`src/verilog/tmc_cfg.svh`:
```
/*
 Timer C configuration constants: register indices, field positions,
 reset values and prescaler counts.
 Assumes inclusion by bare name from the design files only.
*/
`ifndef TMC_CFG_SVH
`define TMC_CFG_SVH

// Register indices; byte address is four times the index
`define TMC_IDX_CLKDIV 10'h08e
`define TMC_IDX_CTRL 10'h0c8
`define TMC_IDX_RELOAD_LO 10'h0ca
`define TMC_IDX_RELOAD_HI 10'h0cb
`define TMC_IDX_COUNT_LO 10'h0cc
`define TMC_IDX_COUNT_HI 10'h0cd

// Clock-divide register fields
`define TMC_CKD_TIMER_C 5
`define TMC_CKD_TIMER_B 4
`define TMC_CKD_TIMER_A 3
`define TMC_CKD_WMASK 8'h38
`define TMC_CKD_RESET 8'h00

// Control register fields
`define TMC_CTL_OVERFLOW 7
`define TMC_CTL_RX_BAUD 5
`define TMC_CTL_TX_BAUD 4
`define TMC_CTL_RUN 2
`define TMC_CTL_SOURCE 1
`define TMC_CTL_CAPRL 0
`define TMC_CTL_WMASK 8'h37
`define TMC_CTL_RESET 8'h00

// Prescaler: system clock divided by twelve
`define TMC_PRESC_DIV 4'd12
`define TMC_PRESC_LAST 4'd11

// Count limits
`define TMC_COUNT_MAX 16'hffff
`define TMC_COUNT_RESET 16'h0000

// Bus answers
`define TMC_RESP_OKAY 2'b00
`define TMC_RESP_SLVERR 2'b10

`endif

```
`src/verilog/tmc_pkg.sv`:
```
/*
 Timer C package: the operating mode type.
 Assumes compilation before every design module that imports it.
*/
package tmc_pkg;

   // Operating modes decoded from the control bits
   typedef enum logic [2:0] {
      TMC_MODE_OFF,
      TMC_MODE_CAPTURE,
      TMC_MODE_RELOAD,
      TMC_MODE_BAUD_TX,
      TMC_MODE_BAUD_RX,
      TMC_MODE_BAUD_TXRX
   } tmc_mode_e;

   // Bus response code
   typedef logic [1:0] tmc_resp_t;

endpackage

```
`src/verilog/tmc_pin_sync.sv`:
```
/*
 Timer C pin synchroniser: two flip-flops per pin, then a falling-edge
 detector on the settled level.
 Assumes asynchronous pins and one system clock.
*/
module tmc_pin_sync (
   // Clock and reset
   input wire logic i_mclk,
   input wire logic i_rstn,
   // Raw pins
   input wire logic [1:0] i_pin,
   // One-cycle falling-edge pulses
   output logic [1:0] o_fall
);

   // Per-pin synchroniser and edge detector
   genvar g;
   generate
      for (g = 0; g < 2; g = g + 1) begin : g_pin
         logic meta_r;   // First stage, read only by the second
         logic sync_r;   // Settled level
         logic prev_r;   // Level one cycle earlier
         logic fall_r;   // Registered edge pulse

         // Idle level of both pins is high, so reset to one
         always_ff @(posedge i_mclk or negedge i_rstn) begin
            if (!i_rstn) begin
               meta_r <= 1'b1;
               sync_r <= 1'b1;
               prev_r <= 1'b1;
               fall_r <= 1'b0;
            end else begin
               meta_r <= i_pin[g];
               sync_r <= meta_r;
               prev_r <= sync_r;
               fall_r <= prev_r & ~sync_r;
            end
         end

         assign o_fall[g] = fall_r;
      end
   endgenerate

endmodule

```
`src/verilog/tmc_timer.sv`:
```
/*
 Timer C: 16-bit counter/timer with capture, auto-reload and baud
 generation, plus the shared clock-divide register, on AXI4-Lite.
 Assumes one 20 MHz system clock, an asynchronous active-low reset and
 asynchronous count and capture pins.
*/
// Decided for this implementation: the AXI4-Lite interface to the registers.
`include "tmc_cfg.svh"

module tmc_timer (
   // Clock and reset
   input wire logic i_mclk,
   input wire logic i_rstn,
   // AXI4-Lite write address
   input wire logic i_awvalid,
   output logic o_awready,
   input wire logic [11:0] i_awaddr,
   // AXI4-Lite write data
   input wire logic i_wvalid,
   output logic o_wready,
   input wire logic [31:0] i_wdata,
   input wire logic [3:0] i_wstrb,
   // AXI4-Lite write response
   output logic o_bvalid,
   input wire logic i_bready,
   output tmc_pkg::tmc_resp_t o_bresp,
   // AXI4-Lite read address
   input wire logic i_arvalid,
   output logic o_arready,
   input wire logic [11:0] i_araddr,
   // AXI4-Lite read data
   output logic o_rvalid,
   input wire logic i_rready,
   output logic [31:0] o_rdata,
   output tmc_pkg::tmc_resp_t o_rresp,
   // Pins
   input wire logic i_external_count_input,
   input wire logic i_capture_input,
   // Timer events
   output logic o_overflow,
   output logic o_adc_start,
   output logic o_tx_baud_tick,
   output logic o_rx_baud_tick
);
   import tmc_pkg::*;

   // Registers seen by software, plus the hidden prescaler
   logic [7:0] clkdiv_r;       // Clock-divide register
   logic [7:0] ctrl_r;         // Control register
   logic [15:0] count_r;       // Running count
   logic [15:0] reload_r;      // Reload value or captured count
   logic [3:0] presc_r;        // Divide-by-twelve prescaler

   // Bus slave state
   logic awready_r;            // High while no address held
   logic wready_r;             // High while no data held
   logic bvalid_r;
   tmc_resp_t bresp_r;
   logic arready_r;
   logic rvalid_r;
   logic [31:0] rdata_r;
   tmc_resp_t rresp_r;
   logic [9:0] wr_idx_r;       // Held write index
   logic [7:0] wr_data_r;      // Held low byte of write data
   logic wr_lane_r;            // Byte lane zero enabled

   // Event outputs
   logic ovf_r;
   logic adc_r;
   logic tx_tick_r;
   logic rx_tick_r;

   // Synchronised pin edges
   logic [1:0] pin_fall;
   logic ext_fall;
   logic cap_fall;

   // Edges lag their pins by a few cycles; harmless at pin rates
   tmc_pin_sync u_sync (
      .i_mclk(i_mclk),
      .i_rstn(i_rstn),
      .i_pin({i_capture_input, i_external_count_input}),
      .o_fall(pin_fall)
   );

   assign ext_fall = pin_fall[0];
   assign cap_fall = pin_fall[1];

   // Control bit views
   wire run_bit = ctrl_r[`TMC_CTL_RUN];
   wire count_source_select = ctrl_r[`TMC_CTL_SOURCE];
   wire capture_reload_select = ctrl_r[`TMC_CTL_CAPRL];
   wire transmit_baud_select = ctrl_r[`TMC_CTL_TX_BAUD];
   wire receive_baud_select = ctrl_r[`TMC_CTL_RX_BAUD];
   wire timer_c_clock_divide_bit = clkdiv_r[`TMC_CKD_TIMER_C];

   // Mode decode; run clear forces off whatever the other bits say
   // Baud selects outrank the capture bit, which they ignore
   wire any_baud = transmit_baud_select | receive_baud_select;
   tmc_mode_e mode;
   assign mode = !run_bit ? TMC_MODE_OFF :
      (transmit_baud_select && receive_baud_select) ? TMC_MODE_BAUD_TXRX :
      transmit_baud_select ? TMC_MODE_BAUD_TX :
      receive_baud_select ? TMC_MODE_BAUD_RX :
      capture_reload_select ? TMC_MODE_CAPTURE :
      TMC_MODE_RELOAD;

   // Tick source selection
   wire presc_wrap = (presc_r == `TMC_PRESC_LAST);
   wire sys_tick = timer_c_clock_divide_bit ? 1'b1 : presc_wrap;
   wire tick = count_source_select ? ext_fall : sys_tick;
   wire running = (mode != TMC_MODE_OFF);
   wire step = running & tick;
   wire at_max = (count_r == `TMC_COUNT_MAX);
   wire wrap = step & at_max;

   // Capture mode wraps to zero; reload and baud modes reload
   wire reload_on_wrap = (mode != TMC_MODE_CAPTURE);
   wire [15:0] wrap_value = reload_on_wrap ? reload_r : `TMC_COUNT_RESET;
   wire [15:0] count_inc = count_r + 16'h0001;

   // Bus write decode, performed once both halves are held
   wire wr_fire = !awready_r && !wready_r && !bvalid_r;
   wire wr_ckd = (wr_idx_r == `TMC_IDX_CLKDIV);
   wire wr_ctl = (wr_idx_r == `TMC_IDX_CTRL);
   wire wr_rlo = (wr_idx_r == `TMC_IDX_RELOAD_LO);
   wire wr_rhi = (wr_idx_r == `TMC_IDX_RELOAD_HI);
   wire wr_clo = (wr_idx_r == `TMC_IDX_COUNT_LO);
   wire wr_chi = (wr_idx_r == `TMC_IDX_COUNT_HI);
   wire wr_hit = wr_ckd | wr_ctl | wr_rlo | wr_rhi | wr_clo | wr_chi;
   wire wr_en = wr_fire & wr_lane_r;

   // Bus read decode, straight from the address channel
   wire [9:0] rd_idx = i_araddr[11:2];
   wire rd_ckd = (rd_idx == `TMC_IDX_CLKDIV);
   wire rd_ctl = (rd_idx == `TMC_IDX_CTRL);
   wire rd_rlo = (rd_idx == `TMC_IDX_RELOAD_LO);
   wire rd_rhi = (rd_idx == `TMC_IDX_RELOAD_HI);
   wire rd_clo = (rd_idx == `TMC_IDX_COUNT_LO);
   wire rd_chi = (rd_idx == `TMC_IDX_COUNT_HI);
   wire rd_hit = rd_ckd | rd_ctl | rd_rlo | rd_rhi | rd_clo | rd_chi;
   wire [7:0] rd_byte = rd_ckd ? (clkdiv_r & `TMC_CKD_WMASK) :
      rd_ctl ? ctrl_r :
      rd_rlo ? reload_r[7:0] :
      rd_rhi ? reload_r[15:8] :
      rd_clo ? count_r[7:0] :
      rd_chi ? count_r[15:8] : 8'h00;
   wire ar_take = i_arvalid & arready_r;

   // Sticky overflow: hardware set beats a software clear
   wire ovf_clear = wr_en & wr_ctl & ~wr_data_r[`TMC_CTL_OVERFLOW];
   wire ovf_flag_nxt = wrap | (ctrl_r[`TMC_CTL_OVERFLOW] & ~ovf_clear);
   wire [7:0] ctrl_bits = (wr_en & wr_ctl) ? (wr_data_r & `TMC_CTL_WMASK) :
      (ctrl_r & `TMC_CTL_WMASK);
   wire [7:0] ctrl_nxt = {ovf_flag_nxt, ctrl_bits[6:0]};

   // Count next value; a software byte write beats counting
   // Byte writes change one half; the other half keeps its value
   wire [15:0] count_nxt = (wr_en & wr_clo) ? {count_r[15:8], wr_data_r} :
      (wr_en & wr_chi) ? {wr_data_r, count_r[7:0]} :
      wrap ? wrap_value :
      step ? count_inc : count_r;

   // Reload register: software write, or capture of the running count
   wire cap_now = (mode == TMC_MODE_CAPTURE) & cap_fall;
   wire [15:0] reload_nxt = (wr_en & wr_rlo) ? {reload_r[15:8], wr_data_r} :
      (wr_en & wr_rhi) ? {wr_data_r, reload_r[7:0]} :
      cap_now ? count_r : reload_r;

   // Prescaler only advances while the timer runs
   // Clearing it on stop makes the first tick a full twelve cycles
   wire [3:0] presc_nxt = (!running || presc_wrap) ? 4'h0 : presc_r + 4'h1;

   // Timer core registers
   always_ff @(posedge i_mclk or negedge i_rstn) begin
      if (!i_rstn) begin
         count_r <= `TMC_COUNT_RESET;
         reload_r <= `TMC_COUNT_RESET;
         presc_r <= 4'h0;
      end else begin
         count_r <= count_nxt;
         reload_r <= reload_nxt;
         presc_r <= presc_nxt;
      end
   end

   // Configuration registers; reserved divide bits stay zero
   always_ff @(posedge i_mclk or negedge i_rstn) begin
      if (!i_rstn) begin
         clkdiv_r <= `TMC_CKD_RESET;
         ctrl_r <= `TMC_CTL_RESET;
      end else begin
         if (wr_en && wr_ckd) begin
            clkdiv_r <= wr_data_r & `TMC_CKD_WMASK;
         end
         ctrl_r <= ctrl_nxt;
      end
   end

   // Event pulses, one cycle each, registered so outputs are clean
   // Trigger and ticks share the wrap, so they always line up
   always_ff @(posedge i_mclk or negedge i_rstn) begin
      if (!i_rstn) begin
         ovf_r <= 1'b0;
         adc_r <= 1'b0;
         tx_tick_r <= 1'b0;
         rx_tick_r <= 1'b0;
      end else begin
         ovf_r <= wrap;
         adc_r <= wrap;
         tx_tick_r <= wrap & transmit_baud_select;
         rx_tick_r <= wrap & receive_baud_select;
      end
   end

   // Write channel: hold address and data in either order
   // Limitation: one write in flight; the next waits for the response
   always_ff @(posedge i_mclk or negedge i_rstn) begin
      if (!i_rstn) begin
         awready_r <= 1'b1;
         wready_r <= 1'b1;
         wr_idx_r <= 10'h000;
      end else begin
         if (i_awvalid && awready_r) begin
            awready_r <= 1'b0;
            wr_idx_r <= i_awaddr[11:2];
         end else if (bvalid_r && i_bready) begin
            awready_r <= 1'b1;
         end
         if (i_wvalid && wready_r) begin
            wready_r <= 1'b0;
         end else if (bvalid_r && i_bready) begin
            wready_r <= 1'b1;
         end
      end
   end

   // Held write data and lane
   always_ff @(posedge i_mclk or negedge i_rstn) begin
      if (!i_rstn) begin
         wr_data_r <= 8'h00;
         wr_lane_r <= 1'b0;
      end else if (i_wvalid && wready_r) begin
         wr_data_r <= i_wdata[7:0];
         wr_lane_r <= i_wstrb[0];
      end
   end

   // Write response; unmapped words answer with an error
   always_ff @(posedge i_mclk or negedge i_rstn) begin
      if (!i_rstn) begin
         bvalid_r <= 1'b0;
         bresp_r <= `TMC_RESP_OKAY;
      end else if (wr_fire) begin
         bvalid_r <= 1'b1;
         bresp_r <= wr_hit ? `TMC_RESP_OKAY : `TMC_RESP_SLVERR;
      end else if (bvalid_r && i_bready) begin
         bvalid_r <= 1'b0;
      end
   end

   // Read channel: one read at a time, answered the next cycle
   // Data latched at the take, so a running count cannot tear later
   always_ff @(posedge i_mclk or negedge i_rstn) begin
      if (!i_rstn) begin
         arready_r <= 1'b1;
         rvalid_r <= 1'b0;
         rdata_r <= 32'h0000_0000;
         rresp_r <= `TMC_RESP_OKAY;
      end else if (ar_take) begin
         arready_r <= 1'b0;
         rvalid_r <= 1'b1;
         rdata_r <= {24'h00_0000, rd_byte};
         rresp_r <= rd_hit ? `TMC_RESP_OKAY : `TMC_RESP_SLVERR;
      end else if (rvalid_r && i_rready) begin
         arready_r <= 1'b1;
         rvalid_r <= 1'b0;
      end
   end

   // Outputs straight from flip-flops
   // Pulse outputs last one cycle; consumers must sample every edge
   assign o_awready = awready_r;
   assign o_wready = wready_r;
   assign o_bvalid = bvalid_r;
   assign o_bresp = bresp_r;
   assign o_arready = arready_r;
   assign o_rvalid = rvalid_r;
   assign o_rdata = rdata_r;
   assign o_rresp = rresp_r;
   assign o_overflow = ovf_r;
   assign o_adc_start = adc_r;
   assign o_tx_baud_tick = tx_tick_r;
   assign o_rx_baud_tick = rx_tick_r;

endmodule

```
`config.mk`:
```
export PLATFORM = sky130hd
export DESIGN_NAME = tmc_timer
export DESIGN_NICKNAME = d
export VERILOG_FILES = /design/src/verilog/tmc_pkg.sv /design/src/verilog/tmc_pin_sync.sv /design/src/verilog/tmc_timer.sv
export VERILOG_INCLUDE_DIRS = /design/src /design/src/verilog
export SDC_FILE = /design/constraint.sdc
export NUM_CORES = 1
export LEC_CHECK = 0
export BUFFER_PORTS_ARGS = -buffer_cell sky130_fd_sc_hd__buf_2
export CAP_MARGIN = 10
export CELL_PAD_IN_SITES_DETAIL_PLACEMENT = 1
export CELL_PAD_IN_SITES_GLOBAL_PLACEMENT = 1
export CORE_ASPECT_RATIO = 1.75
export CORE_MARGIN = 2
export CORE_UTILIZATION = 38
export CTS_CLUSTER_SIZE = 14
export DETAILED_ROUTE_END_ITERATION = 12
export PLACE_DENSITY = 0.86
export RECOVER_POWER = 50
export SLEW_MARGIN = 20
export SYNTH_ARGS = -nofsm -noshare
export SYNTH_HDL_FRONTEND = slang
export SYNTH_SLANG_ARGS = --single-unit
```
`constraint.sdc`:
```
create_clock -name i_mclk -period 2.4 [get_ports i_mclk]
set_input_delay 0.36 -clock i_mclk [delete_from_list [all_inputs] [get_ports i_mclk]]
set_output_delay 0.36 -clock i_mclk [all_outputs]
set_load 0.01 [all_outputs]
```
# ---- Word level (Yosys, flattened, before mapping)
# Index checks and enable logic that the tools add are counted.
dict set report classes {
  add_sub_neg 2
  n_eq_ne 18
  mux 33
  n_bitwise 33
  n_reduce_logical 26
}
# cell n
set ops {}
lappend ops {{equality test 10 x 8 -> 1 bit (second input constant)} 12}
lappend ops {{two-way mux 16 bit} 6}
lappend ops {{two-way mux 8 bit} 8}
lappend ops {{adder 16 x 1 -> 16 bit (second input constant)} 1}
lappend ops {{bitwise AND 1 bit} 16}
lappend ops {{equality test 16 bit (second input constant)} 1}
lappend ops {{two-way mux 3 bit} 4}
lappend ops {{nonzero test 2 bit} 6}
lappend ops {{two-way mux 1 bit} 11}
lappend ops {{bitwise OR 1 bit} 11}
lappend ops {{nonzero test 3 bit} 3}
lappend ops {{logical AND 1 bit} 8}
lappend ops {{AND reduction 2 bit} 4}
lappend ops {{two-way mux 2 bit} 3}
lappend ops {{inverter 1 bit} 6}
lappend ops {{adder 4 x 1 -> 4 bit (second input constant)} 1}
lappend ops {{equality test 4 bit (second input constant)} 1}
lappend ops {{logical NOT 1 bit} 4}
lappend ops {{two-way mux 4 bit} 1}
lappend ops {{!= test 2 bit (second input constant)} 2}
lappend ops {{equality test 3 x 1 -> 1 bit (second input constant)} 1}
lappend ops {{!= test 3 x 1 -> 1 bit (second input constant)} 1}
lappend ops {{logical OR 1 bit} 1}
dict set report word_totals {
  reg_bits 94
  input_bits 69
  output_inout_bits 45
  word_cells 142
}

# ---- Depth between registers and ports, before layout
# Gate-level depths: netlist (run 1).
dict set report depth {
  depth_word 11
  depth_mapped 8
  ltp_nobuf 6
}

# ---- Hierarchy
# A second synthesis (run 1) with hierarchy kept.
dict set report hier_totals {
  hier_cells 487
  area_unflattened_um2 4898.4
}
# module instances cells_per_inst area_each_um2 seq_area_each_um2
set modules_own_cells {}
lappend modules_own_cells {tmc_timer 1 475 4648.2 2055.7}
lappend modules_own_cells {tmc_pin_sync 1 12 250.2 207.7}

# ---- Worst setup path after synthesis (run 1)
# Ideal clock, no wire load.
dict set report synth_timing {
  kind {register to register}
  from {register count_r[0]}
  to {register count_r[13]}
  setup_time_ns 0.094
  t_arrival_ns 2.266
  t_required_ns 2.306
  slack_ns 0.040
  path_stages_with_launch 8
  path_buffers 1
  synth_period_minus_slack_ns 2.360
  cell_sequence {dfrtp_1 -> ha_1 -> nand3_2 -> or4_4 -> nor3_2 -> buf_4 -> mux2_1 -> a211oi_1}
}
dict set report synth_between {
  elab_chain_len 4
  elab_cells_between_ends 8
  cone_classes {add/sub (1); eq/ne (1); mux (3); bitwise (1); reduce/logical (2)}
}
# item line
set synth_rtl {}
lappend synth_rtl {{from (decl)} tmc_timer.sv:50} ;# logic [15:0] count_r;
lappend synth_rtl {{from (signal assigned)} tmc_timer.sv:177} ;# count_r <= `TMC_COUNT_RESET;
lappend synth_rtl {{from (signal assigned)} tmc_timer.sv:181} ;# count_r <= count_nxt;
lappend synth_rtl {{equality test 16 bit (no line) (*)} -}
lappend synth_rtl {{bitwise AND 1 bit (*)} tmc_timer.sv:115} ;# wire wrap = step & at_max;
lappend synth_rtl {{via wrap} tmc_timer.sv:115}
lappend synth_rtl {{nonzero test 3 bit (no line) / two-way mux 16 bit (equally long branches)} -}
lappend synth_rtl {{AND reduction 2 bit (no line) / two-way mux 16 bit (equally long branches)} -}
# The timed path passes the listed nets; every way through them passes the cells marked *. The select of a mux whose other input is x is not followed.
# A chain may end at the register's enable or synchronous reset.

# ---- Worst setup path after layout (run 1)
dict set report layout_timing {
  from {register count_r[0]}
  to {register count_r[0]}
}
dict set report layout_between {
  elab_chain_len 5
  elab_cells_between_ends 9
  cone_classes {add/sub (1); eq/ne (1); mux (4); bitwise (1); reduce/logical (2)}
}
# item line
set layout_rtl {}
lappend layout_rtl {{adder 16 x 1 -> 16 bit / equality test 16 bit (equally long branches)} -}
lappend layout_rtl {{two-way mux 16 bit / bitwise AND 1 bit (equally long branches)} {tmc_timer.sv:162, tmc_timer.sv:115}}
lappend layout_rtl {{two-way mux 16 bit} tmc_timer.sv:161} ;# wrap ? wrap_value :
lappend layout_rtl {{two-way mux 16 bit} tmc_timer.sv:160} ;# (wr_en & wr_chi) ? {wr_data_r, count_r[7:0]} :
lappend layout_rtl {{two-way mux 8 bit} tmc_timer.sv:159} ;# wire [15:0] count_nxt = (wr_en & wr_clo) ? {count_r[15:8], wr_data_r} :
# Several ways; a longest one is shown, not always the timed one. The select of a mux whose other input is x is not followed.

==> results.py, run 1 <==
metrics = {
    "status": {
        "status": "completed",
    },
    "timing": {
        "worst_slack_ps": 74.7,
        "period_minus_slack_ps": 2330,
        "setup-violations-final": 0,
        "tightestPinTransition_ps": 1170,
        "clock_skew_ps": 7.94,
        "max_freq_mhz": 430,
        "slew_viol_final": 0,
        "whs_ps": 110,
        "final.setup.tns_ps": 0,
        "slew_headroom": 0.218,
        "rsz0062_at_grt": "no",
        "finalHoldViolCount": 0,
        "min_period_over_period": 0.969,
    },
    "worst_setup_path": {
        "crit_required_ps": 2660,
        "timing.critical_path.slowest_cell_delay_ps": 580,
        "path_cells": "ha_2 > nand3_2 > or4_4 > nor3_2 > buf_6 > buf_4 > mux2_1 > o21ai_1",
        "critPathLaunchType": "flop",
        "reg2reg_depth": 8,
        "crit_fanout": 9,
        "path_delay_family": "simple AND/OR/NAND/NOR gates",
        "crit_type": "flop to flop",
        "critPathLaunch": "count_r[0]",
        "regToRegEndpoint": "count_r[0]",
        "cp_data_arrival_time_ps": 2590,
        "crit_slowest_cell": "or4_4",
        "critPathBufInv": 2,
        "rrSetupSlack_ps": 70,
        "setup.worst_path.end_class": "flop",
        "worstReg2RegStart": "count_r[0]",
    },
    "floorplan": {
        "die_h_um": 154,
        "initial_utilization": 0.390,
        "io_pins": 114,
        "core_mm2": 0.0126,
        "die_x_um": 89.9,
        "dieArea_mm2": 0.0139,
        "rows": 54,
    },
    "synth": {
        "ys_types": 70,
        "synth.avg_cell_area_um2": 10.3,
        "synth_area_leaders": "dfrtp_1 (41%), mux2_2 (8.3%), dfstp_2 (4.8%)",
        "ys_seq_area_frac": 0.461,
        "yosysWarnings": 0,
        "synth_area_mm2": 0.00491,
        "yosysTopAreaCellShare": 0.413,
        "async_flop_share": 1.00,
        "synth_area_leader_cell": "dfrtp_1",
        "synth_edf_count": 0,
        "synth_ff_type": "dfrtp_1",
        "netlist_instances": 476,
        "ys_ff_latch": 90,
    },
    "placement": {
        "dp_cells": 722,
        "gp_congestion": 0.998,
        "pre_cts_ws_ps": 6.79,
        "dp_hpwl_um": 11600,
        "placedInstanceArea_mm2": 0.00554,
        "portBuffers": 56,
    },
    "clock_tree": {
        "cts_tree": "yes",
        "cts_sinks": 90,
        "htree_levels": 3,
        "clock_path_buffers": 2,
        "hold_buffers": 0,
        "cts_made_buffers": 9,
        "clk_latency_ps": 350,
        "cts_root_buf": "clkbuf_16",
        "clk_pin_slew_ps": 70,
    },
    "run": {
        "drv_cap": 0,
    },
    "grt": {
        "grt_pass1_wl_um": 24200,
        "track_usage": 0.223,
        "overflow": 0,
        "grt_max_degree": 47,
        "grt_antenna_before_repair": 0,
        "grt_pass1_vias": 4570,
    },
    "power_and_ir_drop": {
        "ir_worst_vdd_mv": 0.424,
        "power_density_mw_per_mm2": 731,
        "p_leak_nw": 2.53,
    },
    "layout": {
        "nNetsFinal": 641,
        "area_delta_synth_final_pct": 19.5,
        "fin_area_mm2": 0.00586,
        "n_antenna_cell": 0,
        "num-fill-cells": 1480,
        "finalNonFillerCells": 743,
        "final_layout_size_suffix_gt1_frac": 0.315,
    },
    "min_path": {
        "hold_class": "primary input to flop",
        "hold_path.startpoint": "i_capture_input",
        "holdPathStages": 1,
        "whs_endpoint": "u_sync.g_pin[1].meta_r",
    },
    "route": {
        "vias_per_cell": 5.65,
        "ant_nets": 0,
        "detail_route.wl_per_cell_um": 20.7,
        "drtIter0Drc": 198,
        "vias": 4198,
        "dr.pass1.iters": 4,
        "drcViolationCount": 0,
        "totalWireLength_um": 15400,
    },
}
## worst max-delay path by stage
stage | endpoint | slack (ps) | cells past startpoint
finish | count_r[0] | 70 | 8
CTS | count_r[11] | 10 | 8
detailed placement | count_r[5] | 7 | 8
global placement | count_r[11] | 110 | 7
floorplan | count_r[13] | 40 | 7
global route | count_r[11] | 10 | 7
## cell usage after synthesis, drive strengths merged, types with 6 or more instances
library cell	count
dfrtp	81
mux2	41
nand2	39
buf	37
nor2	33
o21ai	31
a21oi	22
mux2i	20
inv	14
nor3	12
nor4	12
a22oi	11
clkbuf	9
dfstp	9
a211oi	8
nand2b	8
nand3	8
nand4	7
xnor2	6
## area by class of cell
type | instances | area, um2 | area share
tap | 168 | 210 | 0.0359
multi-input combinational | 351 | 2400 | 0.409
clock inverter | 5 | 40.0 | 0.00683
clock buffer | 11 | 243 | 0.0414
timing repair buffer | 104 | 654 | 0.112
inverter | 14 | 52.6 | 0.00896
sequential | 90 | 2260 | 0.386
## logic make-up (layout without fill, tap and decap cells)
| kind of cell | count (synthesis) | after routing | share of synthesized area |
|---|---|---|---|
| simple gates | 152 | 152 | 0.176 |
| mux | 61 | 61 | 0.136 |
| xor+xnor | 9 | 9 | 0.0161 |
| buf+inv | 60 | 134 | 0.0714 |
| other cells | 1 | 26 | 0.000764 |
| compound gates | 101 | 101 | 0.134 |
| flops | 90 | 90 | 0.461 |
| fa+ha+maj | 2 | 2 | 0.00510 |
## worst reg2reg max path: cells and delay by family, from the launching register on
family	cells	cell delay, ps
AND/OR/NAND/NOR	3	880
flip-flops	1	360
multiplexers	1	320
buffers and inverters	2	300
adder cells (fa/ha/maj)	1	230
AO/OA/AOI/OAI	1	160
## state kept, by name, indices dropped and copies added (netlist names)
name / count
o_bvalid: 1
o_rvalid: 1
u_sync.g_pin.prev_r: 2
u_sync.g_pin.sync_r: 2
o_rx_baud_tick: 1
count_r: 16
ctrl_r: 6
wr_idx_r: 10
u_sync.g_pin.fall_r: 2
presc_r: 4
o_tx_baud_tick: 1
u_sync.g_pin.meta_r: 2
reload_r: 16
wr_lane_r: 1
o_rresp: 1
wr_data_r: 8
clkdiv_r: 3
o_wready: 1
o_arready: 1
o_bresp: 1
o_awready: 1
o_rdata: 8
o_adc_start: 1
## routing by layer
metal / wire (um) / up-vias / track usage
met5: 0 / - / 0
met4: 962 / 0 / 0.157
met3: 565 / 55 / 0.0360
met2: 8410 / 161 / 0.424
met1: 5430 / 2116 / 0.217
li1: - / 1866 / -
## where the power goes
part,switching (W),total [W],internal [W]
sequential,0.000367,0.00214,0.00177
clock,0.000609,0.00134,0.000734
combinational,0.000415,0.000809,0.000393
total,0.00139,0.00429,0.00290
## repair_timing
action,in CTS,in global routing
resized for setup,3,3
pin swaps,1,2
setup buffers,1,4
endpoints found under the setup margin,2,6
## stage by stage
| stage | utilization | power [W] |
|---|---|---|
| after floorplan | - | 0.00260 |
| after global placement | 0.441 | 0.00287 |
| after detailed placement | 0.441 | 0.00296 |
| after CTS | 0.465 | 0.00431 |
| after global routing | 0.467 | 0.00449 |
| final | 0.467 | 0.00429 |
## cells in the final DEF (no fill, tap or decap), drive strengths merged, types with 7 or more instances in the layout
master  instances
nand4           7
inv            14
mux2i          20
buf           102
a21oi          22
nand3           8
nand2          39
a22oi          11
nor4           12
dfrtp          81
a211oi          8
clkbuf         13
o21ai          31
nor2           33
nor3           12
dfstp           9
nand2b          8
mux2           41
conb           26
No activity file was read; power rests on OpenSTA's default activity.
==> run 2, diff against run 1 <==
==> constraint.sdc (replaced) <==
create_clock -name i_mclk -period 2.4 [get_ports i_mclk]
set_input_delay 0.12 -clock i_mclk [delete_from_list [all_inputs] [get_ports i_mclk]]
set_output_delay 0.12 -clock i_mclk [all_outputs]
set_load 0.01 [all_outputs]
==> run 2 against run 1 <==
Compared with the run above:
- routed wire length is 4.4% lower
- hold slack worse by 100 ps
- global-route usage is 0.35 points lower
- sequential power hardly changed
- critical path type unchanged
- power is 0.52% higher
- non-clock buffer count is 2 higher
- cell count is 0.27% higher
- highest routed layer unchanged
- largest cell class unchanged
==> results.py, run 2 (synthesized netlist as in run 1, its figures left out) <==
metrics = {
    "status": {
        "status": "completed",
    },
    "timing": {
        "setup-violations-final": 0,
        "period_minus_slack_ps": 2290,
        "tightestPinTransition_ps": 1090,
        "final.setup.tns_ps": 0,
        "min_period_over_period": 0.953,
        "slew_viol_final": 0,
        "clock_skew_ps": 6.93,
        "finalHoldViolCount": 0,
        "max_freq_mhz": 437,
        "slew_headroom": 0.275,
        "worst_slack_ps": 113,
        "rsz0062_at_grt": "no",
        "whs_ps": 5.30,
    },
    "layout": {
        "final_layout_size_suffix_gt1_frac": 0.270,
        "nNetsFinal": 643,
        "final_util": 0.471,
        "top_regs": "count_r (16), reload_r (16), wr_idx_r (10)",
        "n_antenna_cell": 0,
        "mostFrequentLayoutCells": "dfrtp_1 (81), buf_2 (40), nand2_1 (39)",
        "area_delta_synth_final_pct": 20.6,
        "fin_area_mm2": 0.00592,
        "final_common_cell": "dfrtp_1",
    },
    "route": {
        "ant_nets": 0,
        "vias": 4121,
        "dr.pass1.iters": 4,
        "vias_per_cell": 5.53,
        "totalWireLength_um": 14700,
        "drtIter0Drc": 271,
        "detail_route.wl_per_cell_um": 19.7,
        "drcViolationCount": 0,
    },
    "floorplan": {
        "core_mm2": 0.0126,
        "io_pins": 114,
        "rows": 54,
        "die_h_um": 154,
        "dieArea_mm2": 0.0139,
        "die_x_um": 89.9,
        "initial_utilization": 0.390,
    },
    "worst_setup_path": {
        "cp_data_arrival_time_ps": 2540,
        "crit_fanout": 12,
        "crit_type": "flop to flop",
        "setup.worst_path.end_class": "flop",
        "crit_required_ps": 2650,
        "critPathLaunchType": "flop",
    },
    "grt": {
        "grt_antenna_before_repair": 0,
        "track_usage": 0.220,
        "overflow": 0,
        "grt_pass1_wl_um": 23800,
        "grt_max_degree": 50,
        "grt_pass1_vias": 4546,
    },
    "power_and_ir_drop": {
        "switching_share": 0.327,
        "power_density_mw_per_mm2": 729,
        "p_leak_nw": 2.49,
        "pwr-share-clk": 0.320,
        "pwr-share-comb": 0.187,
        "p_switching_w": 0.00141,
        "p_int_w": 0.00290,
        "ir_worst_vdd_mv": 0.592,
        "p_seq_frac": 0.493,
    },
    "clock_tree": {
        "clk_pin_slew_ps": 70,
        "cts_made_buffers": 9,
        "cts_tree": "yes",
        "clock_path_buffers": 2,
        "cts_sinks": 90,
        "htree_levels": 3,
        "cts_root_buf": "clkbuf_16",
        "clk_latency_ps": 350,
    },
    "placement": {
        "pre_cts_ws_ps": -3.25,
        "gp_congestion": 1.01,
        "portBuffers": 56,
        "dp_hpwl_um": 11000,
        "placedInstanceArea_mm2": 0.00548,
    },
    "run": {
        "drv_cap": 0,
    },
    "min_path": {
        "hold_class": "primary input to flop",
    },
}
run 2: final timing paths:
check / slack [ps] / to / cells after the start / from
worst max-delay path: 110 / count_r[13] / 7 / count_r[0]
worst min-delay path: 5 / wr_idx_r[2] / 2 / i_awaddr[4]
worst max register to register: 110 / count_r[13] / 7 / count_r[0]
worst min register to register: 360 / u_sync.g_pin[0].sync_r / 0 / u_sync.g_pin[0].meta_r
max in group asynchronous: 550 / count_r[5] / 3 / i_rstn
min in group asynchronous: 490 / reload_r[10] / 2 / i_rstn
run 2: critical path, cell delays in order (launching register included):
cell and delay (ps):
dfrtp_1 390, ha_4 170, nand3_2 80, or4_4 570
nor3_4 230, buf_12 170, mux2_1 330, a211oi_1 250
run 2: repair_timing:
action | in CTS | in global routing
buffers inserted | 0 | 2
pin swaps | 0 | 2
gates resized for setup | 1 | 7
setup endpoints to repair | 1 | 7
hold buffers | 13 | 0
endpoints found under the hold margin | 49 | 0
run 2: stage by stage:
step	total power [W]	std cells
2_1_floorplan	0.00260	501
4_1_cts	0.00436	743
6_report	0.00431	745
5_1_grt	0.00453	745
3_3_place_gp	0.00288	714
3_5_place_dp	0.00296	714
run 2: per-layer routing:
metal  part of all wire  track usage  up-vias
li1                   -            -     1867
met1               0.35        0.232     2057
met2               0.54        0.408      146
met3              0.049       0.0404       51
met4              0.057        0.124        0
met5                  0            0        -
run 2: final cells by class:
| class | instances | area, um2 |
|---|---|---|
| timing repair buffer | 106 | 682 |
| multi-input combinational | 351 | 2420 |
| inverter | 14 | 52.6 |
| fill | 1471 | 6650 |
| clock buffer | 10 | 239 |
| clock inverter | 6 | 47.5 |
| tap | 168 | 210 |
| sequential | 90 | 2260 |
run 2: power by group through the flow:
stage               registers, W  clock network (W)  logic, W
finish                   0.00213            0.00138  0.000804
floorplan                0.00201                  0  0.000585
global placement         0.00213                  0  0.000748
CTS                      0.00213            0.00140  0.000822
detailed placement       0.00216                  0  0.000800
global route             0.00216            0.00147  0.000897
